$ cat src/core/sspi2c_map.vh
`ifndef SSPI2C_MAP_VH
`define SSPI2C_MAP_VH
// ***********************************************
// Register offsets (plain port addressing)
// ***********************************************
`define SSPI2C_OFF_STATUS 3'h0
`define SSPI2C_OFF_CTRL1 3'h1
`define SSPI2C_OFF_CTRL2 3'h2
`define SSPI2C_OFF_BUF 3'h3
`define SSPI2C_OFF_ADDR 3'h4
`define SSPI2C_OFF_IRQ 3'h5
// ***********************************************
// Field positions
// ***********************************************
`define SSPI2C_ST_BF 0
`define SSPI2C_ST_UA 1
`define SSPI2C_ST_RW 2
`define SSPI2C_ST_S 3
`define SSPI2C_ST_P 4
`define SSPI2C_ST_DA 5
`define SSPI2C_C1_WRITE_COLLISION_FLAG 7
`define SSPI2C_C1_OV 6
`define SSPI2C_C1_EN 5
`define SSPI2C_C1_CKR 4
`define SSPI2C_C2_GC 7
`define SSPI2C_C2_AKS 6
`define SSPI2C_C2_AKD 5
`define SSPI2C_C2_AKE 4
`define SSPI2C_C2_RCE 3
`define SSPI2C_C2_STP 2
`define SSPI2C_C2_RST 1
`define SSPI2C_C2_SEN 0
// ***********************************************
// Reset values and mode codes
// ***********************************************
`define SSPI2C_RST_STATUS 8'h00
`define SSPI2C_RST_CTRL1 8'h00
`define SSPI2C_RST_CTRL2 8'h00
`define SSPI2C_M_S10I 4'hf
`define SSPI2C_M_S7I 4'he
`define SSPI2C_M_FWM 4'hb
`define SSPI2C_M_HWM 4'h8
`define SSPI2C_M_S10 4'h7
`define SSPI2C_M_S7 4'h6
`endif

$ cat src/core/sspi2c_core.v
// Added by the designer: the address map and the plain strobed port.
`include "sspi2c_map.vh"
`default_nettype none
module sspi2c_core (
	input wire clk,
	input wire arst_n,
	input wire [2:0] addr,
	input wire [7:0] wdata,
	input wire wr,
	input wire rd,
	output reg [7:0] rdata,
	input wire scl_in,
	output wire scl_out,
	output wire scl_oe,
	input wire sda_in,
	output wire sda_out,
	output wire sda_oe,
	input wire [1:0] port_b_direction,
	output wire port_irq_flag,
	output wire pins_to_port
);
	// ***********************************************
	// Reset and pin synchronisers
	// ***********************************************
	reg [1:0] rst_q;
	wire rst_n = rst_q[1];
	always @(posedge clk or negedge arst_n) begin
		if (!arst_n)
			rst_q <= 2'b00;
		else
			rst_q <= {rst_q[0], 1'b1};
	end
	reg [1:0] scl_s_q, sda_s_q;
	reg scl_p_q, sda_p_q;
	always @(posedge clk or negedge rst_n) begin
		if (!rst_n) begin
			scl_s_q <= 2'b11;
			sda_s_q <= 2'b11;
			scl_p_q <= 1'b1;
			sda_p_q <= 1'b1;
		end else begin
			scl_s_q <= {scl_s_q[0], scl_in};
			sda_s_q <= {sda_s_q[0], sda_in};
			scl_p_q <= scl_s_q[1];
			sda_p_q <= sda_s_q[1];
		end
	end
	wire scl = scl_s_q[1];
	wire sda = sda_s_q[1];
	wire scl_rise = scl & ~scl_p_q;
	wire scl_fall = ~scl & scl_p_q;
	wire bus_start = scl & scl_p_q & ~sda & sda_p_q;
	wire bus_stop = scl & scl_p_q & sda & ~sda_p_q;
	// ***********************************************
	// Registers
	// ***********************************************
	reg [7:0] ctrl1_q, ctrl2_q, buf_q, adr_q, sr_q;
	reg bf_q, ua_q, rw_q, s_q, p_q, da_q, irq_q;
	wire en = ctrl1_q[`SSPI2C_C1_EN];
	wire [3:0] mode = ctrl1_q[3:0];
	wire is_hwm = (mode == `SSPI2C_M_HWM);
	wire is_fwm = (mode == `SSPI2C_M_FWM);
	wire is_s10 = (mode == `SSPI2C_M_S10I) | (mode == `SSPI2C_M_S10);
	wire is_slv = is_s10 | (mode == `SSPI2C_M_S7I) | (mode == `SSPI2C_M_S7);
	wire ss_irq = (mode == `SSPI2C_M_S10I) | (mode == `SSPI2C_M_S7I);
	wire active = en & (is_slv | is_hwm | is_fwm);
	wire [4:0] cmds = ctrl2_q[4:0];
	wire m_idle = ~(rw_q & is_hwm) & (cmds == 5'h00);
	// ***********************************************
	// Master engine
	// ***********************************************
	localparam MS_IDLE = 3'd0, MS_START = 3'd1, MS_STOP = 3'd2, MS_TX = 3'd3;
	localparam MS_RX = 3'd4, MS_ACK = 3'd5, MS_RST = 3'd6;
	reg [2:0] ms_q;
	reg [1:0] ph_q;
	reg [3:0] bit_q;
	reg m_scl_q, m_sda_q;
	wire tick;
	sspi2c_brg u_brg (
		.clk(clk),
		.rst_n(rst_n),
		.run(ms_q != MS_IDLE),
		.reload(adr_q[6:0]),
		.tick(tick)
	);
	// ***********************************************
	// Slave engine
	// ***********************************************
	localparam SS_IDLE = 2'd0, SS_RX = 2'd1, SS_ACK = 2'd2, SS_TX = 2'd3;
	reg [1:0] ss_q;
	reg [3:0] sb_q;
	reg matched_q, ack_drv_q, tx_drv_q, hold_q, txm_q, hi_q, nack_q;
	wire gc_hit = ctrl2_q[`SSPI2C_C2_GC] & (sr_q == 8'h00);
	wire a7_hit = (sr_q[7:1] == adr_q[7:1]);
	wire a10_hi = (sr_q[7:3] == 5'h1e);
	wire full = bf_q | ctrl1_q[`SSPI2C_C1_OV];
	wire buf_wr = wr & (addr == `SSPI2C_OFF_BUF);
	wire buf_ok = is_slv ? ~(tx_drv_q & bf_q) : (m_idle & ms_q == MS_IDLE);
	// Hardware sets win over software clears below
	always @(posedge clk or negedge rst_n) begin
		if (!rst_n) begin
			ctrl1_q <= `SSPI2C_RST_CTRL1;
			ctrl2_q <= `SSPI2C_RST_CTRL2;
			buf_q <= 8'h00; adr_q <= 8'h00; sr_q <= 8'h00;
			bf_q <= 1'b0; ua_q <= 1'b0; rw_q <= 1'b0; s_q <= 1'b0;
			p_q <= 1'b0; da_q <= 1'b0; irq_q <= 1'b0;
			ms_q <= MS_IDLE; ph_q <= 2'd0; bit_q <= 4'd0;
			m_scl_q <= 1'b1; m_sda_q <= 1'b1;
			ss_q <= SS_IDLE; sb_q <= 4'd0; matched_q <= 1'b0;
			ack_drv_q <= 1'b0; tx_drv_q <= 1'b0; hold_q <= 1'b0;
			txm_q <= 1'b0; hi_q <= 1'b0; nack_q <= 1'b0;
		end else begin
			// Software side
			if (wr && addr == `SSPI2C_OFF_CTRL1)
				ctrl1_q <= wdata;
			if (wr && addr == `SSPI2C_OFF_CTRL2) begin
				ctrl2_q[7:5] <= {wdata[7], ctrl2_q[6], wdata[5]};
				if (m_idle || !is_hwm)
					ctrl2_q[4:0] <= wdata[4:0];
			end
			if (wr && addr == `SSPI2C_OFF_ADDR) begin
				adr_q <= wdata;
				ua_q <= 1'b0;
				hold_q <= 1'b0;
			end
			if (wr && addr == `SSPI2C_OFF_IRQ)
				irq_q <= wdata[0];
			if (rd && addr == `SSPI2C_OFF_BUF)
				bf_q <= 1'b0;
			if (buf_wr) begin
				if (buf_ok) begin
					buf_q <= wdata;
					sr_q <= wdata;
					bf_q <= 1'b1;
					if (!is_slv && is_hwm) begin
						ms_q <= MS_TX; bit_q <= 4'd0; ph_q <= 2'd0; rw_q <= 1'b1;
					end
				end else
					ctrl1_q[`SSPI2C_C1_WRITE_COLLISION_FLAG] <= 1'b1;
			end
			// Master sequencing, four phases per bit
			if (!active || !is_hwm) begin
				ms_q <= MS_IDLE; m_scl_q <= 1'b1; m_sda_q <= 1'b1;
				// Pending commands would fire again on re-enable
				if (!en && is_hwm)
					ctrl2_q[4:0] <= 5'h00;
			end else if (ms_q == MS_IDLE) begin
				ph_q <= 2'd0; bit_q <= 4'd0;
				if (cmds[`SSPI2C_C2_SEN]) ms_q <= MS_START;
				else if (cmds[`SSPI2C_C2_RST]) ms_q <= MS_RST;
				else if (cmds[`SSPI2C_C2_STP]) ms_q <= MS_STOP;
				else if (cmds[`SSPI2C_C2_RCE]) ms_q <= MS_RX;
				else if (cmds[`SSPI2C_C2_AKE]) ms_q <= MS_ACK;
			end else if (tick) begin
				ph_q <= ph_q + 2'd1;
				case (ms_q)
				MS_START, MS_RST: begin
					if (ph_q == 2'd0) begin m_sda_q <= 1'b1; m_scl_q <= 1'b1; end
					if (ph_q == 2'd1) m_sda_q <= 1'b0;
					if (ph_q == 2'd2) m_scl_q <= 1'b0;
					if (ph_q == 2'd3) begin
						ms_q <= MS_IDLE;
						ctrl2_q[`SSPI2C_C2_SEN] <= 1'b0;
						ctrl2_q[`SSPI2C_C2_RST] <= 1'b0;
						irq_q <= 1'b1;
					end
				end
				MS_STOP: begin
					if (ph_q == 2'd0) begin m_sda_q <= 1'b0; m_scl_q <= 1'b0; end
					if (ph_q == 2'd1) m_scl_q <= 1'b1;
					if (ph_q == 2'd2) m_sda_q <= 1'b1;
					if (ph_q == 2'd3) begin
						ms_q <= MS_IDLE; ctrl2_q[`SSPI2C_C2_STP] <= 1'b0; irq_q <= 1'b1;
					end
				end
				MS_TX, MS_RX, MS_ACK: begin
					if (ph_q == 2'd0) begin
						m_scl_q <= 1'b0;
						if (ms_q == MS_TX) m_sda_q <= (bit_q == 4'd8) ? 1'b1 : sr_q[7];
						else if (ms_q == MS_RX) m_sda_q <= 1'b1;
						else m_sda_q <= ctrl2_q[`SSPI2C_C2_AKD];
					end
					if (ph_q == 2'd1) m_scl_q <= 1'b1;
					if (ph_q == 2'd2) begin
						if (ms_q == MS_TX && bit_q == 4'd8)
							ctrl2_q[`SSPI2C_C2_AKS] <= sda;
						else if (ms_q == MS_TX) begin
							sr_q <= {sr_q[6:0], 1'b0};
							if (bit_q == 4'd7) bf_q <= 1'b0;
						end else if (ms_q == MS_RX)
							sr_q <= {sr_q[6:0], sda};
					end
					if (ph_q == 2'd3) begin
						m_scl_q <= 1'b0;
						bit_q <= bit_q + 4'd1;
						if (ms_q == MS_ACK) begin
							ms_q <= MS_IDLE; ctrl2_q[`SSPI2C_C2_AKE] <= 1'b0; irq_q <= 1'b1;
						end else if (ms_q == MS_TX && bit_q == 4'd8) begin
							ms_q <= MS_IDLE; rw_q <= 1'b0; irq_q <= 1'b1;
						end else if (ms_q == MS_RX && bit_q == 4'd7) begin
							ms_q <= MS_IDLE; ctrl2_q[`SSPI2C_C2_RCE] <= 1'b0; irq_q <= 1'b1;
							if (bf_q) ctrl1_q[`SSPI2C_C1_OV] <= 1'b1;
							else begin buf_q <= sr_q; bf_q <= 1'b1; end
						end
					end
				end
				default: ms_q <= MS_IDLE;
				endcase
			end
			// Slave sequencing
			if (!active || !is_slv) begin
				ss_q <= SS_IDLE; ack_drv_q <= 1'b0; tx_drv_q <= 1'b0; hold_q <= 1'b0;
				matched_q <= 1'b0; hi_q <= 1'b0;
				if (!en) begin s_q <= 1'b0; p_q <= 1'b0; end
			end else if (bus_start || bus_stop) begin
				ss_q <= SS_RX; sb_q <= 4'd0; ack_drv_q <= 1'b0; tx_drv_q <= 1'b0;
				s_q <= bus_start; p_q <= bus_stop;
				if (bus_stop) begin ss_q <= SS_IDLE; matched_q <= 1'b0; hi_q <= 1'b0; end
				rw_q <= 1'b0;
				if (ss_irq) irq_q <= 1'b1;
			end else begin
				case (ss_q)
				SS_RX: if (scl_rise) begin
					sr_q <= {sr_q[6:0], sda};
					sb_q <= sb_q + 4'd1;
				end else if (scl_fall && sb_q == 4'd8) begin
					ss_q <= SS_ACK; nack_q <= 1'b1;
					if (!matched_q) begin
						if (gc_hit || (!is_s10 && a7_hit) || (is_s10 && a10_hi && sr_q[2:1] == adr_q[2:1])
							|| (is_s10 && hi_q)) begin
							if (!full) begin
								ack_drv_q <= 1'b1; buf_q <= sr_q; bf_q <= 1'b1; nack_q <= 1'b0;
							end else ctrl1_q[`SSPI2C_C1_OV] <= ctrl1_q[`SSPI2C_C1_OV] | bf_q;
							irq_q <= 1'b1;
							da_q <= 1'b0;
							if (is_s10 && !hi_q && !gc_hit && !sr_q[0]) begin
								hi_q <= 1'b1; ua_q <= 1'b1; hold_q <= 1'b1;
							end else begin
								matched_q <= 1'b1; rw_q <= sr_q[0]; txm_q <= sr_q[0];
								if (is_s10 && !sr_q[0] && hi_q) begin ua_q <= 1'b1; hold_q <= 1'b1; end
							end
						end else ss_q <= SS_IDLE;
					end else begin
						da_q <= 1'b1; irq_q <= 1'b1;
						if (!full) begin ack_drv_q <= 1'b1; buf_q <= sr_q; bf_q <= 1'b1; nack_q <= 1'b0; end
						else ctrl1_q[`SSPI2C_C1_OV] <= 1'b1;
					end
				end
				SS_ACK: if (scl_fall) begin
					ack_drv_q <= 1'b0; sb_q <= 4'd0;
					if (txm_q && matched_q) begin
						ss_q <= SS_TX; tx_drv_q <= 1'b1; bf_q <= 1'b0;
						ctrl1_q[`SSPI2C_C1_CKR] <= 1'b0;
					end else begin
						ss_q <= SS_RX;
						if (ctrl2_q[`SSPI2C_C2_SEN] && bf_q) ctrl1_q[`SSPI2C_C1_CKR] <= 1'b0;
					end
				end
				SS_TX: if (scl_rise) begin
					sb_q <= sb_q + 4'd1;
					if (sb_q == 4'd8) begin
						if (sda) begin ss_q <= SS_IDLE; rw_q <= 1'b0; matched_q <= 1'b0; end
						else begin tx_drv_q <= 1'b0; ss_q <= SS_ACK; end
						irq_q <= 1'b1;
					end
				end else if (scl_fall && sb_q != 4'd0 && sb_q != 4'd8) begin
					sr_q <= {sr_q[6:0], 1'b1};
					if (sb_q == 4'd7) bf_q <= 1'b0;
				end else if (scl_fall && sb_q == 4'd8)
					tx_drv_q <= 1'b0;
				default: ;
				endcase
			end
			if (buf_wr && is_slv && buf_ok)
				bf_q <= 1'b1;
		end
	end
	// ***********************************************
	// Pins and register reads
	// ***********************************************
	wire pins_in = port_b_direction == 2'b11;
	assign pins_to_port = en;
	wire s_stretch = hold_q | ~ctrl1_q[`SSPI2C_C1_CKR];
	wire drv_scl = is_hwm ? ~m_scl_q : (is_slv & s_stretch & (ss_q != SS_IDLE));
	wire s_sda_low = ack_drv_q | (tx_drv_q & ~sr_q[7]);
	wire drv_sda = is_hwm ? ~m_sda_q : (is_slv & s_sda_low);
	// Open-drain: only ever pull low
	assign scl_out = 1'b0;
	assign sda_out = 1'b0;
	assign scl_oe = active & pins_in & drv_scl;
	assign sda_oe = active & pins_in & drv_sda;
	assign port_irq_flag = irq_q;
	always @(posedge clk or negedge rst_n) begin
		if (!rst_n)
			rdata <= 8'h00;
		else if (rd) begin
			case (addr)
			`SSPI2C_OFF_STATUS: rdata <= {2'b00, da_q, p_q, s_q, rw_q, ua_q, bf_q};
			`SSPI2C_OFF_CTRL1: rdata <= ctrl1_q;
			`SSPI2C_OFF_CTRL2: rdata <= ctrl2_q;
			`SSPI2C_OFF_BUF: rdata <= buf_q;
			`SSPI2C_OFF_ADDR: rdata <= adr_q;
			`SSPI2C_OFF_IRQ: rdata <= {7'h00, irq_q};
			default: rdata <= 8'h00;
			endcase
		end
	end
endmodule // sspi2c_core
`default_nettype wire

$ cat src/core/sspi2c_brg.v
`default_nettype none
// ***********************************************
// Baud generator: tick every reload+1 clocks
// ***********************************************
module sspi2c_brg (
	input wire clk,
	input wire rst_n,
	input wire run,
	input wire [6:0] reload,
	output reg tick
);
	reg [6:0] cnt_q;
	always @(posedge clk or negedge rst_n) begin
		if (!rst_n) begin
			cnt_q <= 7'h00;
			tick <= 1'b0;
		end else if (!run) begin
			cnt_q <= reload;
			tick <= 1'b0;
		end else if (cnt_q == 7'h00) begin
			cnt_q <= reload;
			tick <= 1'b1;
		end else begin
			cnt_q <= cnt_q - 7'h01;
			tick <= 1'b0;
		end
	end
endmodule // sspi2c_brg
`default_nettype wire

$ cat config.mk
export PLATFORM = sky130hd
export DESIGN_NAME = sspi2c_core
export DESIGN_NICKNAME = d
export VERILOG_FILES = /design/src/core/sspi2c_core.v /design/src/core/sspi2c_brg.v
export VERILOG_INCLUDE_DIRS = /design/src /design/src/core
export SDC_FILE = /design/constraint.sdc
export NUM_CORES = 1
export LEC_CHECK = 0
export BUFFER_PORTS_ARGS = -buffer_cell sky130_fd_sc_hd__buf_2
export CAP_MARGIN = 0
export CORE_UTILIZATION = 61
export CTS_CLUSTER_SIZE = 30
export DETAILED_ROUTE_END_ITERATION = 10
export GPL_ROUTABILITY_DRIVEN = 0
export HOLD_SLACK_MARGIN = 0.08
export PLACE_DENSITY = 0.8
export SLEW_MARGIN = 20
export SYNTH_ARGS = -nofsm -noshare
export SYNTH_HDL_FRONTEND = slang
export SYNTH_SLANG_ARGS = --single-unit
$ cat constraint.sdc
create_clock -name clk -period 6.5 [get_ports clk]
set_input_delay 1.3 -clock clk [delete_from_list [all_inputs] [get_ports clk]]
set_output_delay 1.3 -clock clk [all_outputs]
set_load 0.02 [all_outputs]
=== Word-level counts from Yosys, hierarchy flattened ===
Index checks and enable logic that the tools add are counted.

* Register bits after elaboration: 94
* Bits of input ports: 19

* Add/subtract/negate cells: 4
* Eq/ne operators: 55
* Multiplexer cells: 296
* Bitwise operators: 45
* Reductions and logical operators: 77

{| class="wikitable"
|+ Operator list
! cell !! count
|-
| 2-to-1 mux 8 bit || 35
|-
| 2-to-1 mux 1 bit || 191
|-
| 2-to-1 mux 3 bit || 16
|-
| case mux 8 bit (6 select lines) || 1
|-
| 2-to-1 mux 4 bit || 11
|-
| != test 4 bit, second input constant || 11
|-
| 2-to-1 mux 2 bit || 21
|-
| 2-to-1 mux 5 bit || 6
|-
| logical AND 1 bit || 25
|-
| != test 5 bit, second input constant || 5
|-
| equality test 4 bit, second input constant || 6
|-
| AND 1 bit || 21
|-
| AND reduction 7 bit || 3
|-
| nonzero test 4 bit || 5
|-
| AND reduction 6 bit || 3
|-
| nonzero test 3 bit || 6
|-
| equality test 4 x 3 -> 1 bit, second input constant || 4
|-
| case mux 8 bit (2 select lines) || 1
|-
| equality test 3 bit, second input constant || 5
|-
| NOT 1 bit || 15
|-
| 2-to-1 mux 7 bit || 2
|-
| equality test 3 x 2 -> 1 bit, second input constant || 4
|-
| case mux 1 bit (2 select lines) || 6
|-
| equality test 2 bit, second input constant || 5
|-
| 31 further kinds || 69
|}

=== Longest topological paths before layout ===
* Depth in word-level cells: 30
* Mapped depth: 10

=== Modules after synthesis ===
From an unflattened synthesis, not the netlist that was laid out.

* Cell total of the unflattened synthesis: 653
* Area, all modules: 5849.4 um^2

{| class="wikitable"
|+ By module, submodules not included
! module !! instances !! cells each !! area each (um^2)
|-
| sspi2c_core || 1 || 610 || 5387.7
|-
| sspi2c_brg || 1 || 43 || 461.7
|}

=== Worst setup path after synthesis ===
No wires, ideal clock.

* Path kind: input-to-output
* From: input port_b_direction[0]
* To: output scl_oe
* Arrival time: 1.719 ns
* Data required time: 5.200 ns
* Setup slack: 3.481 ns
* Stages on the path: 2
* Path buffers: 0
* Cells stage by stage: nand4_1 > nor2_1

* Cells in the longest elaborated chain, start to end: 3

{| class="wikitable"
|+ Ends and longest elaborated chain
! item !! line !! RTL
|-
| from (decl) || sspi2c_core.v:18 || <nowiki>input wire [1:0] port_b_direction,</nowiki>
|-
| equality test 2 bit || sspi2c_core.v:281 || <nowiki>wire pins_in = port_b_direction == 2'b11;</nowiki>
|-
| AND 1 bit (2 in series) || sspi2c_core.v:290 || <nowiki>assign scl_oe = active & pins_in & drv_scl;</nowiki>
|-
| to (decl) || sspi2c_core.v:14 || <nowiki>output wire scl_oe,</nowiki>
|}

Every way passes these cells.

=== Final worst setup path ===
* From: register ctrl1_q[2]
* To: output sda_oe

* Cells in the longest elaborated chain, start to end: 9
* Elaborated cells between the ends (all ways): 16
* Those cells by class: 6 x eq/ne; 1 x mux; 9 x bitwise

{| class="wikitable"
|+ Ends and longest elaborated chain
! item !! line !! RTL
|-
| from (decl) || sspi2c_core.v:57 || <nowiki>reg [7:0] ctrl1_q, ctrl2_q, buf_q, adr_q, sr_q;</nowiki>
|-
| from (signal assigned) || sspi2c_core.v:102 || <nowiki>ctrl1_q <= `SSPI2C_RST_CTRL1;</nowiki>
|-
| from (signal assigned) || sspi2c_core.v:115 || <nowiki>ctrl1_q <= wdata;</nowiki>
|-
| from (signal, indexed assignment) || sspi2c_core.v:233 || <nowiki>end else ctrl1_q[`SSPI2C_C1_OV] <= ctrl1_q[`SSPI2C_C1_OV] | bf_q;</nowiki>
|-
| equality test 4 bit (no line) or equality test 4 x 3 -> 1 bit (tied branches) || - ||
|-
| OR 1 bit || sspi2c_core.v:63 || <nowiki>wire is_s10 = (mode == `SSPI2C_M_S10I) | (mode == `SSPI2C_M_S10);</nowiki>
|-
| OR 1 bit (2 in series) || sspi2c_core.v:64 || <nowiki>wire is_slv = is_s10 | (mode == `SSPI2C_M_S7I) | (mode == `SSPI2C_M_S7);</nowiki>
|-
| OR 1 bit (2 in series) || sspi2c_core.v:66 || <nowiki>wire active = en & (is_slv | is_hwm | is_fwm);</nowiki>
|-
| AND 1 bit || sspi2c_core.v:66 ||
|-
| AND 1 bit || sspi2c_core.v:291 || <nowiki>assign sda_oe = active & pins_in & drv_sda;</nowiki>
|-
| AND 1 bit (*) || sspi2c_core.v:291 ||
|-
| to (decl) || sspi2c_core.v:17 || <nowiki>output wire sda_oe,</nowiki>
|}

Every way passes the cells marked *; elsewhere a longest branch is shown, timed or not.

==> impl_metrics.csv <==
group,metric,value,unit
status,status,"finished clean",
sta,clock_skew,14.59,ps
sta,final_max_slew_viol_count,0,
synth,synth_edf_count,0,
detailed_routing,ant_nets,0,
detailed_routing,drcViolationCount,0,
power,powerDensity,271.5,nW/µm²
power,ir_worst_vdd,0.1672,mV
cells_and_area,fillCellCount,778,
die,die_x,100.3,µm
detailed_routing,drt_iter0_drc,587,
synth,synth_cells,656,
die,dieArea,10060,µm²
global_routing,grt_max_degree,65,
sta,fmax,309.4,MHz
power,power_frac_seq,0.516,
cells_and_area,final_cells,794,
cells_and_area,synthToLayoutAreaGrowth,5.623,%
critical_path,cp.required,5200,ps
synth,avgSynthCellArea,8.989,µm²
synth,syn_area,5897,µm²
cells_and_area,multi_input_area,3269,µm²
global_routing,grtUsageTotal,0.3229,
critical_path,cpMaxStageDelayCell,"dfrtp_1",
sta,final.setup.tns,0,ps
worst_hold_path,hold_class,"reg2async",
power,p_leak,0.002655,µW
clock_tree,cts_max_level,3,
critical_path,critPathCaptureType,"output pin",
synth,yosysUniqueCellTypes,69,
global_routing,grt_pass1_vias,4920,
detailed_routing,vias,5264,
synth,yosysWarnings,0,
placement,io_buffers,30,
synth,async_reset_ff_frac,1.000,
synth,ys_seq_area_frac,0.4006,
global_routing,overflow,0,
critical_path,crit_chain,"nor2_1 > nand3_1 > o21ai_0 > nand4_1 > nor2_1 > buf_2",
sta,rsz0062_at_grt,"no",
cells_and_area,fin_util,0.6709,
global_routing,antenna_found_initial,0,
detailed_routing,wl_per_cell,19.69,µm
sta,finalHoldViolCount,0,
detailed_routing,avgViaCountPerCell,6.630,
detailed_routing,dr.pass1.iters,6,
clock_tree,numCtsBuffers,9,
detailed_routing,finalWirelength,15630,µm
clock_tree,postCtsSetupBuffers,0,
critical_path,startpoint_type,"register",
sta,min_period,3232,ps
clock_tree,ctsHoldBuffers,0,
power,p_int,1062,µW
die,core,9284,µm²
critical_path,cpPeakStageDelay,520,ps
global_routing,grt_first_pass_wirelength,24910,µm
synth,synthFlopType,"dfrtp_1",
cells_and_area,final_cell_mix,"dfrtp_1, nor2_1, nand2_1",
clock_tree,path_clk_slew,100,ps
cells_and_area,num_antenna_cells,0,
power,swShare,0.3719,
clock_tree,ctsRootBufferMaster,"clkbuf_8",
power,combPwrFrac,0.275,
placement,place_area,6060,µm²
critical_path,crit_fanout,9,
sta,post-route-period-util,0.4972,
cells_and_area,drive_gt1_frac,0.1383,
critical_path,cp_common_cell,"nor2_1",
die,die_y,100.3,µm
sta,tightest_slew,884.7,ps
clock_tree,cts_tree,"yes",
die,start_util,0.6352,
cells_and_area,regArea,2366,µm²
power,p_clk_frac,0.210,
critical_path,cp.arrival,1930,ps
critical_path,crit_type,"reg2out",
die,num_io_pins,33,
sta,relSlewSlack,0.4080,
cells_and_area,final_area,6228,µm²
cells_and_area,layout_commonest_cell,"dfrtp_1",
clock_tree,post_cts_resized,0,
clock_tree,cts_buffer_depth,2,
clock_tree,clock_insertion_delay_worst_skew,370,ps
power,p_sw,629.0,µW
flow_run,drv_cap,0,
synth,ys_ff_latch,94,
sta,setup_viol,0,
cells_and_area,final_nets,693,
die,rows,35,
placement,hpwl,11440,µm
placement,dp.cells,778,
clock_tree,clock-sinks,94,
## power by group through the flow
stage          combinational (µW)  clock, µW  sequential (µW)
5_1_grt                       513        381              888
6_report                      465        355              872
3_3_place_gp                  435          0              869
3_5_place_dp                  458          0              875
4_1_cts                       463        360              864
2_1_floorplan                 373          0              813
## state kept, by name (all words and copies together) (netlist names), 2 cells and up
signal       cells
ctrl1_q          8
sb_q             4
u_brg.cnt_q      7
rst_q            2
sda_s_q          2
ms_q             3
ss_q             2
buf_q            8
adr_q            8
ph_q             2
bit_q            4
ctrl2_q          8
sr_q             8
scl_s_q          2
rdata            8
## routing by layer
metal  routed length (µm)  part of all wire  global-route usage  vias to the layer above
met5                    0                 0                   0                        -
met4                  495             0.032              0.1349                        0
met3                 1286             0.082             0.06825                       55
met2                 7413              0.47              0.5058                      267
met1                 6434              0.41              0.4370                     2555
li1                     -                 -                   -                     2387
## worst max-delay path, delay by kind of cell (launching register included)
kind / cells / cell delay [ps]
simple gates: 4 / 670
compound gates: 1 / 210
buf+inv: 1 / 160
flops: 1 / 520
## synth_stat cells, drive strengths merged (8+ instances only)
cell type	number	share of area
nand3	19	0.017
nor2b	11	0.012
a31oi	9	0.012
buf	8	0.0087
ha	14	0.030
dfrtp	86	0.36
dfstp	8	0.036
nor2	57	0.036
a21oi	47	0.040
clkbuf	32	0.020
nor3	19	0.016
inv	26	0.017
a21o	9	0.011
o21ai	52	0.044
a211oi	12	0.015
nand2	55	0.035
o22ai	14	0.015
mux2i	31	0.053
mux2	29	0.058
## final timing paths
path	startpoint	to	slack (ps)	depth (start not counted)
setup / recovery	ctrl1_q[2]$_DFFE_PN0P_	sda_oe	3270	6
hold / removal	rst_q[1]$_DFF_PN0_	buf_q[1]$_DFF_PN0_	250	0
setup reg to reg	ms_q[2]$_DFF_PN0_	buf_q[4]$_DFF_PN0_	3630	6
hold reg to reg	rst_q[1]$_DFF_PN0_	buf_q[1]$_DFF_PN0_	250	0
max in group asynchronous	rst_q[1]$_DFF_PN0_	bit_q[2]$_DFF_PN0_	5120	1
min in group clk	sda_s_q[0]$_DFF_PN1_	sda_s_q[1]$_DFF_PN1_	360	0
## stage by stage
step	power, µW	setup slack [ps]	hold slack [ps]
6_report	1691	3268	251.1
5_1_grt	1781	3100	293.8
4_1_cts	1687	3255	268.0
3_5_place_dp	1332	3172	256.4
3_3_place_gp	1304	3195	254.3
2_1_floorplan	1185	3481	331.2
## cell type report
type / instances / share of cell area
Clock inverter: 4 / 0.005424
Multi-Input combinational cell: 497 / 0.5249
Clock buffer: 12 / 0.02170
Timing Repair Buffer: 32 / 0.02652
Inverter: 26 / 0.01567
Tap cell: 129 / 0.02591
Sequential cell: 94 / 0.3799
## logic make-up (layout without fill, tap and decap cells)
logic type / Yosys count / in the layout / share of synthesized area
AND/OR/NAND/NOR: 215 / 215 / 0.1859
AO/OA/AOI/OAI: 192 / 192 / 0.2071
flip-flops: 94 / 94 / 0.4006
buffers and inverters: 66 / 74 / 0.04562
multiplexers: 60 / 60 / 0.1105
adder cells (fa/ha/maj): 14 / 14 / 0.02971
XOR/XNOR: 13 / 13 / 0.01931
other: 2 / 3 / 0.001274
Power figures use the tool's default switching activity.
